<file path="config.mk">
export PLATFORM = sky130hd
export DESIGN_NAME = dimm_top
export DESIGN_NICKNAME = d
export VERILOG_FILES = /design/src/core/dimm_top_end_marker_unused.v /design/src/core/dimm_top.v /design/src/core/dimm_chan_filter.v /design/src/core/dimm_mb_decode.v
export VERILOG_INCLUDE_DIRS = /design/src /design/src/core
export SDC_FILE = /design/constraint.sdc
export NUM_CORES = 2
export LEC_CHECK = 0
export ABC_AREA = 1
export BUFFER_PORTS_ARGS = -buffer_cell sky130_fd_sc_hd__buf_4
export CORE_MARGIN = 10
export CORE_UTILIZATION = 40
export DETAILED_ROUTE_END_ITERATION = 10
export HOLD_SLACK_MARGIN = 0.02
export SLEW_MARGIN = 30
export SYNTH_ARGS = -nofsm -noshare
export SYNTH_HDL_FRONTEND = slang
export SYNTH_HIERARCHICAL = 1
export SYNTH_SLANG_ARGS = --single-unit
</file>
<file path="constraint.sdc">
create_clock -name pclk -period 3.1 [get_ports pclk]
set_input_delay 0.62 -clock pclk [delete_from_list [all_inputs] [get_ports pclk]]
set_output_delay 0.62 -clock pclk [all_outputs]
set_load 0.005 [all_outputs]
</file>
<file path="src/core/dimm_consts.vh">
// Constants for the digital input conditioning and Modbus map block
`ifndef DIMM_CONSTS_VH
`define DIMM_CONSTS_VH

// APB register byte offsets
`define DIMM_REG_SLOT 12'h000
`define DIMM_REG_BIT_BASE 12'h004
`define DIMM_REG_WORD_BASE 12'h008
`define DIMM_REG_VALUES 12'h00c
`define DIMM_REG_STATUS 12'h010
`define DIMM_REG_IRQ_STAT 12'h014
`define DIMM_REG_IRQ_CLR 12'h018
`define DIMM_REG_IRQ_EN 12'h01c
`define DIMM_REG_CH_BASE 12'h040

// Channel setting fields
`define DIMM_CFG_ON_LSB 0
`define DIMM_CFG_OFF_LSB 8
`define DIMM_CFG_INV 16
`define DIMM_CFG_SIM 17
`define DIMM_CFG_SIM_VAL 18
`define DIMM_CFG_SIM_BAD 19
`define DIMM_CFG_ERR_LSB 20
`define DIMM_CFG_SUBST 22
`define DIMM_CFG_W 23
`define DIMM_CFG_RESET 23'h000000

// Error strategies
`define DIMM_ERR_CURRENT 2'h0
`define DIMM_ERR_SUBST 2'h1
`define DIMM_ERR_LAST 2'h2

// Interrupt event bits
`define DIMM_EV_SNAP 0
`define DIMM_EV_COLL 1
`define DIMM_EV_CHANGE 2
`define DIMM_EV_W 3

// Timing
`define DIMM_CLK_KHZ 100000
`define DIMM_SNAP_PERIOD_US 6500
`define DIMM_MS_TICK_US 1000

// Modbus address bases, direct and legacy style
`define DIMM_DIRECT_BIT 16'h0000
`define DIMM_LS_BIT 16'h2711
`define DIMM_DIRECT_WORD 16'h0400
`define DIMM_LS_WORD 16'hb3b1
`define DIMM_DIRECT_SLOT 16'h1400
`define DIMM_LS_SLOT 16'h3e81
`define DIMM_DIRECT_MSTAT 16'h0800
`define DIMM_LS_MSTAT 16'h36b1

// Modbus function and exception codes
`define DIMM_FC_BITS 8'h02
`define DIMM_FC_WORDS 8'h03
`define DIMM_EXC_NONE 8'h00
`define DIMM_EXC_FUNC 8'h01
`define DIMM_EXC_ADDR 8'h02

`endif

</file>
<file path="src/core/dimm_top_end_marker_unused.v">
`timescale 1ns/1ps

</file>
<file path="src/core/dimm_top.v">
// Digital input conditioning, image refresh, APB registers and Modbus answers
`timescale 1ns/1ps
`include "dimm_consts.vh"
module dimm_top #(
    parameter NCH = 15,
    parameter [23:0] SNAP_CYCLES = `DIMM_SNAP_PERIOD_US * `DIMM_CLK_KHZ / 1000,
    parameter [23:0] MS_CYCLES = `DIMM_MS_TICK_US * `DIMM_CLK_KHZ / 1000
) (
    // Clock and reset
    input wire pclk,
    input wire presetn,
    // APB slave
    input wire psel,
    input wire penable,
    input wire pwrite,
    input wire [11:0] paddr,
    input wire [31:0] pwdata,
    output reg [31:0] prdata,
    output reg pready,
    output reg pslverr,
    // Field inputs
    input wire [NCH-1:0] field_in,
    input wire [NCH-1:0] field_fault,
    // Modbus request from the communication unit
    input wire mb_req,
    input wire [7:0] mb_func,
    input wire [15:0] mb_addr,
    input wire mb_legacy,
    output reg mb_rsp_valid,
    output reg [15:0] mb_rsp_data,
    output reg [7:0] mb_rsp_exc,
    // Communication image
    output reg [14:0] img_values,
    output reg [15:0] img_status,
    output reg img_update,
    // Interrupt
    output reg irq
);
    localparam CW = `DIMM_CFG_W;
    localparam EW = `DIMM_EV_W;

    // Software settings
    reg [7:0] slot;
    reg [15:0] bit_base;
    reg [15:0] word_base;
    reg [EW-1:0] irq_stat;
    reg [EW-1:0] irq_en;
    wire [NCH*CW-1:0] cfg_flat;

    // Timing
    reg [23:0] ms_cnt;
    reg [23:0] snap_cnt;
    reg ms_tick;
    reg snap_tick;

    // Conditioned channels
    wire [NCH-1:0] cond_val;
    wire [NCH-1:0] cond_bad;
    wire coll;

    // APB decode
    wire acc;
    wire wr_done;
    wire [11:0] ch_off;
    wire [3:0] ch_idx;
    wire ch_hit;
    reg [31:0] next_prdata;
    reg next_pslverr;

    // Interrupt next state
    wire [EW-1:0] ev;
    wire [EW-1:0] clr;
    wire [EW-1:0] next_irq_stat;

    // Modbus decode result
    wire [15:0] dec_data;
    wire [7:0] dec_exc;

    assign acc = psel && penable;
    assign wr_done = acc && pready && pwrite;
    assign ch_off = paddr - `DIMM_REG_CH_BASE;
    assign ch_idx = ch_off[5:2];
    assign ch_hit = (paddr >= `DIMM_REG_CH_BASE) && (ch_off[11:6] == 6'h00) &&
        ({28'h0000000, ch_idx} < NCH) && (paddr[1:0] == 2'h0);

    // Millisecond and refresh timebases
    always @(posedge pclk or negedge presetn) begin
        if (!presetn) begin
            ms_cnt <= 24'h000000;
            ms_tick <= 1'b0;
        end else if (ms_cnt == MS_CYCLES - 24'h000001) begin
            ms_cnt <= 24'h000000;
            ms_tick <= 1'b1;
        end else begin
            ms_cnt <= ms_cnt + 24'h000001;
            ms_tick <= 1'b0;
        end
    end

    always @(posedge pclk or negedge presetn) begin
        if (!presetn) begin
            snap_cnt <= 24'h000000;
            snap_tick <= 1'b0;
        end else if (snap_cnt == SNAP_CYCLES - 24'h000001) begin
            snap_cnt <= 24'h000000;
            snap_tick <= 1'b1;
        end else begin
            snap_cnt <= snap_cnt + 24'h000001;
            snap_tick <= 1'b0;
        end
    end

    // Channels: each keeps its own settings, filter and last valid value
    genvar g;
    generate
        for (g = 0; g < NCH; g = g + 1) begin : chan
            reg [CW-1:0] cfg;
            reg last_ok;
            wire filt;
            wire lvl;
            wire [1:0] mode;
            wire fault_val;

            always @(posedge pclk or negedge presetn) begin
                if (!presetn) begin
                    cfg <= `DIMM_CFG_RESET;
                end else if (wr_done && ch_hit && ch_idx == g) begin
                    cfg <= pwdata[CW-1:0];
                end
            end
            assign cfg_flat[g*CW +: CW] = cfg;

            dimm_chan_filter #(
                .DW(8)
            ) u_filt (
                .pclk(pclk),
                .presetn(presetn),
                .ms_tick(ms_tick),
                .on_ms(cfg[`DIMM_CFG_ON_LSB +: 8]),
                .off_ms(cfg[`DIMM_CFG_OFF_LSB +: 8]),
                .raw_in(field_in[g]),
                .filt_out(filt)
            );

            assign lvl = filt ^ cfg[`DIMM_CFG_INV];

            // remember last value seen without fault
            always @(posedge pclk or negedge presetn) begin
                if (!presetn) begin
                    last_ok <= 1'b0;
                end else if (!field_fault[g]) begin
                    last_ok <= lvl;
                end
            end

            assign mode = cfg[`DIMM_CFG_ERR_LSB +: 2];
            assign fault_val = (mode == `DIMM_ERR_SUBST) ? cfg[`DIMM_CFG_SUBST] :
                (mode == `DIMM_ERR_LAST) ? last_ok : lvl;

            assign cond_val[g] = cfg[`DIMM_CFG_SIM] ? cfg[`DIMM_CFG_SIM_VAL] :
                (field_fault[g] ? fault_val : lvl);
            assign cond_bad[g] = cfg[`DIMM_CFG_SIM] ? cfg[`DIMM_CFG_SIM_BAD] : field_fault[g];
        end
    endgenerate

    assign coll = |cond_bad;

    always @(posedge pclk or negedge presetn) begin
        if (!presetn) begin
            img_values <= 15'h0000;
            img_status <= 16'h0000;
            img_update <= 1'b0;
        end else begin
            img_update <= snap_tick;
            if (snap_tick) begin
                img_values <= cond_val[14:0];
                img_status <= {coll, cond_bad[14:0]};
            end
        end
    end

    // Interrupt events derived from the refresh
    assign ev[`DIMM_EV_SNAP] = snap_tick;
    assign ev[`DIMM_EV_COLL] = snap_tick && coll && !img_status[15];
    assign ev[`DIMM_EV_CHANGE] = snap_tick && (cond_val[14:0] != img_values);
    assign clr = (wr_done && paddr == `DIMM_REG_IRQ_CLR) ? pwdata[EW-1:0] : {EW{1'b0}};
    // Set wins over a clear in the same cycle
    assign next_irq_stat = (irq_stat & ~clr) | ev;

    always @(posedge pclk or negedge presetn) begin
        if (!presetn) begin
            irq_stat <= {EW{1'b0}};
            irq <= 1'b0;
        end else begin
            irq_stat <= next_irq_stat;
            irq <= |(next_irq_stat & irq_en);
        end
    end

    // Module-wide settings
    always @(posedge pclk or negedge presetn) begin
        if (!presetn) begin
            slot <= 8'h00;
            bit_base <= 16'h0000;
            word_base <= 16'h0000;
            irq_en <= {EW{1'b0}};
        end else if (wr_done) begin
            case (paddr)
                `DIMM_REG_SLOT: begin
                    slot <= pwdata[7:0];
                end
                `DIMM_REG_BIT_BASE: begin
                    bit_base <= pwdata[15:0];
                end
                `DIMM_REG_WORD_BASE: begin
                    word_base <= pwdata[15:0];
                end
                `DIMM_REG_IRQ_EN: begin
                    irq_en <= pwdata[EW-1:0];
                end
                default: begin
                    irq_en <= irq_en;
                end
            endcase
        end
    end

    // Read mux; clear register is write-only and reads zero
    always @* begin
        next_prdata = 32'h00000000;
        next_pslverr = 1'b0;
        if (ch_hit) begin
            next_prdata = {{(32-CW){1'b0}}, cfg_flat[ch_idx*CW +: CW]};
        end else begin
            case (paddr)
                `DIMM_REG_SLOT: begin
                    next_prdata = {24'h000000, slot};
                end
                `DIMM_REG_BIT_BASE: begin
                    next_prdata = {16'h0000, bit_base};
                end
                `DIMM_REG_WORD_BASE: begin
                    next_prdata = {16'h0000, word_base};
                end
                `DIMM_REG_VALUES: begin
                    next_prdata = {17'h00000, img_values};
                end
                `DIMM_REG_STATUS: begin
                    next_prdata = {16'h0000, img_status};
                end
                `DIMM_REG_IRQ_STAT: begin
                    next_prdata = {{(32-EW){1'b0}}, irq_stat};
                end
                `DIMM_REG_IRQ_CLR: begin
                    next_prdata = 32'h00000000;
                end
                `DIMM_REG_IRQ_EN: begin
                    next_prdata = {{(32-EW){1'b0}}, irq_en};
                end
                default: begin
                    next_pslverr = 1'b1;
                end
            endcase
        end
    end

    // One wait state: answer prepared, then pready for one cycle
    always @(posedge pclk or negedge presetn) begin
        if (!presetn) begin
            pready <= 1'b0;
            prdata <= 32'h00000000;
            pslverr <= 1'b0;
        end else if (acc && !pready) begin
            pready <= 1'b1;
            prdata <= pwrite ? 32'h00000000 : next_prdata;
            pslverr <= next_pslverr;
        end else begin
            pready <= 1'b0;
            prdata <= 32'h00000000;
            pslverr <= 1'b0;
        end
    end

    // answers drawn from the image only
    dimm_mb_decode u_dec (
        .func(mb_func),
        .addr(mb_addr),
        .legacy(mb_legacy),
        .slot(slot),
        .bit_base(bit_base),
        .word_base(word_base),
        .values(img_values),
        .status(img_status),
        .data(dec_data),
        .exc(dec_exc)
    );

    always @(posedge pclk or negedge presetn) begin
        if (!presetn) begin
            mb_rsp_valid <= 1'b0;
            mb_rsp_data <= 16'h0000;
            mb_rsp_exc <= `DIMM_EXC_NONE;
        end else begin
            mb_rsp_valid <= mb_req;
            if (mb_req) begin
                mb_rsp_data <= dec_data;
                mb_rsp_exc <= dec_exc;
            end
        end
    end
endmodule

</file>
<file path="src/core/dimm_chan_filter.v">
// ON/OFF delay filter for one digital input channel
`timescale 1ns/1ps
module dimm_chan_filter #(
    parameter DW = 8
) (
    // Clock and reset
    input wire pclk,
    input wire presetn,
    // Millisecond tick and delays
    input wire ms_tick,
    input wire [DW-1:0] on_ms,
    input wire [DW-1:0] off_ms,
    // Signal
    input wire raw_in,
    output reg filt_out
);
    localparam [DW-1:0] ONE = 1;
    reg [DW-1:0] cnt;
    wire [DW-1:0] limit;

    assign limit = raw_in ? on_ms : off_ms;

    // Partial first millisecond: delay accurate to within one tick
    always @(posedge pclk or negedge presetn) begin
        if (!presetn) begin
            cnt <= {DW{1'b0}};
            filt_out <= 1'b0;
        end else if (raw_in == filt_out) begin
            cnt <= {DW{1'b0}};
        end else if (cnt >= limit) begin
            filt_out <= raw_in;
            cnt <= {DW{1'b0}};
        end else if (ms_tick) begin
            cnt <= cnt + ONE;
        end
    end
endmodule

</file>
<file path="src/core/dimm_mb_decode.v">
// Modbus address decode and answer for the input image
`timescale 1ns/1ps
`include "dimm_consts.vh"
module dimm_mb_decode (
    // Request
    input wire [7:0] func,
    input wire [15:0] addr,
    input wire legacy,
    // Map settings
    input wire [7:0] slot,
    input wire [15:0] bit_base,
    input wire [15:0] word_base,
    // Image
    input wire [14:0] values,
    input wire [15:0] status,
    // Answer
    output reg [15:0] data,
    output reg [7:0] exc
);
    wire [31:0] img;
    wire [15:0] slot_base;
    wire [15:0] mstat_base;
    wire [15:0] alloc_base;
    wire [15:0] wbase;
    wire [15:0] abs_bit;
    wire [15:0] abs_word;
    wire bad_bit;
    wire bad_word;
    wire [15:0] o_slot;
    wire [15:0] o_mstat;
    wire [15:0] o_alloc;

    assign img = {status, 1'b0, values};
    assign slot_base = `DIMM_DIRECT_SLOT + {4'h0, slot, 4'h0};
    assign mstat_base = `DIMM_DIRECT_MSTAT + {5'h00, slot, 3'h0};
    assign alloc_base = `DIMM_DIRECT_BIT + bit_base;
    assign wbase = `DIMM_DIRECT_WORD + word_base;
    assign abs_bit = !legacy ? addr :
        (addr >= `DIMM_LS_SLOT) ? addr - `DIMM_LS_SLOT + `DIMM_DIRECT_SLOT :
        (addr >= `DIMM_LS_MSTAT) ? addr - `DIMM_LS_MSTAT + `DIMM_DIRECT_MSTAT :
        addr - `DIMM_LS_BIT + `DIMM_DIRECT_BIT;
    assign bad_bit = legacy && (addr < `DIMM_LS_BIT);
    assign abs_word = legacy ? addr - `DIMM_LS_WORD + `DIMM_DIRECT_WORD : addr;
    assign bad_word = legacy && (addr < `DIMM_LS_WORD);
    assign o_slot = abs_bit - slot_base;
    assign o_mstat = abs_bit - mstat_base;
    assign o_alloc = abs_bit - alloc_base;

    always @* begin
        data = 16'h0000;
        exc = `DIMM_EXC_ADDR;
        if (func == `DIMM_FC_BITS) begin
            if (bad_bit) begin
                exc = `DIMM_EXC_ADDR;
            end else if (abs_bit >= slot_base && o_slot < 16'h0020) begin
                data = {15'h0000, img[o_slot[4:0]]};
                exc = `DIMM_EXC_NONE;
            end else if (abs_bit >= mstat_base && o_mstat < 16'h0008) begin
                data = {15'h0000, (o_mstat[2:0] == 3'h0) ? status[15] : 1'b0};
                exc = `DIMM_EXC_NONE;
            end else if (abs_bit >= alloc_base && o_alloc < 16'h0020) begin
                data = {15'h0000, img[o_alloc[4:0]]};
                exc = `DIMM_EXC_NONE;
            end
        end else if (func == `DIMM_FC_WORDS) begin
            if (!bad_word && abs_word == wbase) begin
                data = {1'b0, values};
                exc = `DIMM_EXC_NONE;
            end else if (!bad_word && abs_word == wbase + 16'h0001) begin
                data = status;
                exc = `DIMM_EXC_NONE;
            end
        end else begin
            exc = `DIMM_EXC_FUNC;
        end
    end
endmodule

</file>
==> qor.csv <==
stage,metric,value,unit
detailed_routing,WL final,150,mm
timing,Final Cycle Share,120,%
synthesis,Post-synth EDFFs,0,
detailed_routing,drt initial violations,3676,
placed_design,IO buf count,178,
detailed_routing,post-route ant nets,0,
pwr,P_int,15400,uW
setup_path,CP max stage delay,0.26,ns
final_layout,"commonest cells after routing, fill and taps aside","1,407 x nand2_1, 673 x dfrtp_1, 546 x buf_4",
setup_path,FF-to-FF path depth,20,
job,Max Cap Violations,0,
placed_design,dpl cells,7100,
setup_path,CP Capture Point,mb_rsp_exc[1],
final_layout,fin util,48.5,%
clocking,clock sink count,674,
pwr,Clock power frac,44.8,%
synthesis,proportion of synthesized area in mux cells,3.46,%
timing,Worst Max-Slew Pin Slew,0.978,ns
synthesis,Unique masters post-synth,83,
global_routing,global-route wire length before repair,229,mm
synthesis,Synth Area in Simple Gates,25.2,%
global_routing,largest net degree at the start of global routing,82,
timing,fin crit period,3.71,ns
floorplan,Starting Density,40.2,%
setup_path,CP startpoint kind,primary input,
pwr,Cell Pwr Density,411,nW/um2
detailed_routing,routed vias,39150,
setup_path,"Slowest-stage cell, CP",a2111oi_2,
final_layout,final layout net count,6086,
detailed_routing,Via density,5.38,
detailed_routing,first-pass detailed-route iteration total,7,
floorplan,Die ar.,121000,um2
status,failing checks,negative setup slack,
setup_path,crit-path max FO,4,
timing,final setup margin,-0.610,ns
detailed_routing,drt wl/cell,20.7,um
synthesis,ys async rst share,100,%
final_layout,"commonest non-fill, non-tap cell in the layout",nand2_1,
placed_design,HPWL after DPL,113,mm
clocking,TritonCTS clock tree,done,
setup_path,worst r2r src,slot[0],
timing,final max-slew violation count,0,
synthesis,Synth Area in Adders,5.26,%
synthesis,Ys Warns,6,
pwr,Peak supply drop,0.373,mV
floorplan,std cell rows,120,
global_routing,vias in the first global route,37201,
timing,"Hold Vio Cnt, Final",0,
pwr,P_leak,0.0255,uW
clocking,CTS Buf Count,80,
clocking,htree depth,3,
timing,RSZ-0062 raised after global routing,true,
floorplan,num ports,197,
setup_path,Setup crit end kind,flop,
synthesis,syn avg cell area,8.08,um2
global_routing,initial antenna violation count,7,
clocking,Skew-Pair Late Insertion Delay,0.68,ns
final_layout,Post-Layout Cell Count,7271,
clocking,clock slew at reported path FFs,0.06,ns
synthesis,Synth Area in Compound Gates,14.1,%
global_routing,Total Routing Usage GR,24.2,%
synthesis,"flops & latches, synth",674,
status,outcome,"complete, but fails checks",
global_routing,GRT Residual Overflow,0,
final_layout,layout cells sized above 1,20.2,%
worst_hold_path,Worst Hold Class,in -> reg,
setup_path,most frequent cell on the critical path,nand2_1,
detailed_routing,DRC,0,
pwr,Seq pwr share,41.7,%
final_layout,fillers,10358,
setup_path,Worst Setup Path Type,in -> reg,
timing,slew margin rel.,34.7,%
synthesis,main flop type after synthesis,dfrtp_1,
timing,Clock Skew,0.0459,ns
placed_design,gpl congestion,0.920,
clocking,clock buffer depth,3,
synthesis,Post-Synth XOR/XNOR Area,4.65,%
setup_path,WP data required,3.62,ns
pwr,NetSw,5860,uW
setup_path,RR Endpoint,mb_rsp_exc[1],
setup_path,Setup crit start,mb_addr[1],
timing,Fmax achieved,0.270,GHz
floorplan,Die Ht,348,um
pwr,total power draw,21300,uW
floorplan,die width,348,um
synthesis,Syn Std Cell Area,43000,um2
synthesis,largest family of logic cells by synthesized area,simple AND/OR/NAND/NOR gates,
pwr,Sw Share,27.5,%
clocking,root buffer cell,clkbuf_16,
setup_path,R2R Setup Slk,-0.04,ns
floorplan,Core ar.,107000,um2
synthesis,synthesized instance count,5324,
setup_path,"Data arrival, critical path",4.23,ns
timing,Final Setup Violations,2,
synthesis,sequential cell area fraction in the yosys report,39.2,%
pwr,Comb power frac,13.5,%
final_layout,Area growth syn-to-layout,20.5,%
## layer usage
metal	vias up	GRT usage [%]	wire (um)
li1	18723	-	-
met1	18877	33.1	66900
met2	1287	38.3	68200
met3	257	4.33	10400
met4	6	7.74	4790
met5	-	0	45
## registers in the layout (all words and copies together) (netlist names), 3 cells and up
register and count:
chan.u_filt/filt_out 15, chan.last_ok 15, irq_en 3, irq_stat 3
chan.u_filt/cnt 120, bit_base 16, snap_cnt 24, img_values 15
img_status 16, slot 8, word_base 16, chan.cfg 345
mb_rsp_exc 8, prdata 23, ms_cnt 24, mb_rsp_data 16
## worst min-delay path by stage
| stage | startpoint | endpoint | cells after the start | slack, ns |
|---|---|---|---|---|
| after detailed placement | snap_cnt[0] | snap_cnt[0] | 1 | 0.46 |
| after floorplan | presetn | bit_base[0] | 0 | 0.32 |
| after global placement | snap_cnt[0] | snap_cnt[0] | 1 | 0.45 |
| final | field_fault[3] | chan[3].last_ok | 3 | 0.18 |
| after global routing | field_fault[5] | chan[5].last_ok | 3 | 0.19 |
| after CTS | field_fault[3] | chan[3].last_ok | 3 | 0.15 |
## logic make-up after synthesis
logic type	count (synthesis)
DFF	674
xor gates and xnor gates	194
muxes	144
AOI/OAI and AO/OA	1000
and+or+nand+nor	2376
other	2
adders and majority gates	179
buffers and inverters	755
## worst max-delay path: cells and delay by family
family / cells / cell delay [ns]
XOR/XNOR: 1 / 0.20
AND/OR/NAND/NOR: 16 / 1.46
buffers and inverters: 5 / 0.62
multiplexers: 1 / 0.25
AO/OA/AOI/OAI: 4 / 0.84
adder cells (fa/ha/maj): 1 / 0.24
## final cells by class
cell class / count / area (um2) / share of cell area [%]
inverter: 541 / 2130 / 4.11
tap: 1403 / 1760 / 3.39
timing repair buffer: 597 / 5010 / 9.66
sequential: 674 / 16900 / 32.5
antenna: 3 / 7.51 / 0.0145
clock buffer: 116 / 2300 / 4.44
multi-input combinational: 3908 / 23400 / 45.2
clock inverter: 29 / 313 / 0.604
## per-stage QoR
step	worst slack, ns	setup TNS [ns]	hold slack (ns)	area [um2]
final	-0.610	-1.18	0.178	51800
after global routing	-0.795	-1.67	0.187	51800
after CTS	-0.591	-4.90	0.155	51300
after detailed placement	-1.48	-16.29	0.456	48200
after global placement	-1.50	-16.24	0.452	48200
after floorplan	-0.891	-1.77	0.324	43100
## synthesized netlist by cell type, drive strengths merged, types with 14 or more instances
master / number / area share [%]
a21o: 17 / 0.30
a21oi: 97 / 1.2
buf: 108 / 2.3
clkbuf: 106 / 0.92
clkinv: 21 / 0.36
dfrtp: 674 / 39
ha: 176 / 5.1
inv: 520 / 4.6
mux2: 39 / 1.0
mux2i: 105 / 2.4
nand2: 1453 / 13
nand3: 350 / 4.8
nand3b: 14 / 0.27
nand4: 76 / 1.7
nor2: 365 / 4.0
nor3: 70 / 0.88
nor4: 15 / 0.25
o211ai: 21 / 0.38
o21ai: 613 / 7.8
o221ai: 26 / 0.53
o22ai: 121 / 1.8
o31ai: 20 / 0.35
o32ai: 15 / 0.46
or2: 26 / 0.38
xnor2: 63 / 1.9
xor2: 131 / 2.7
## repair_timing
action                                  CTS  global route
hold endpoints to repair                 43             0
hold buffers                              1             0
pin swaps                                24            46
gates cloned                              2             1
setup buffers                            24            12
endpoints found under the setup margin   17            17
gates resized for setup                  67            94
## power groups by stage
stage	Clock [uW]	Sequential (uW)	Combinational (uW)
after floorplan	0	9030	1340
after global placement	0	9050	2670
after detailed placement	0	9050	2660
after CTS	9710	8890	2740
after global routing	10100	8890	3080
final	9540	8890	2870
No activity file was read; power rests on OpenSTA's default activity.
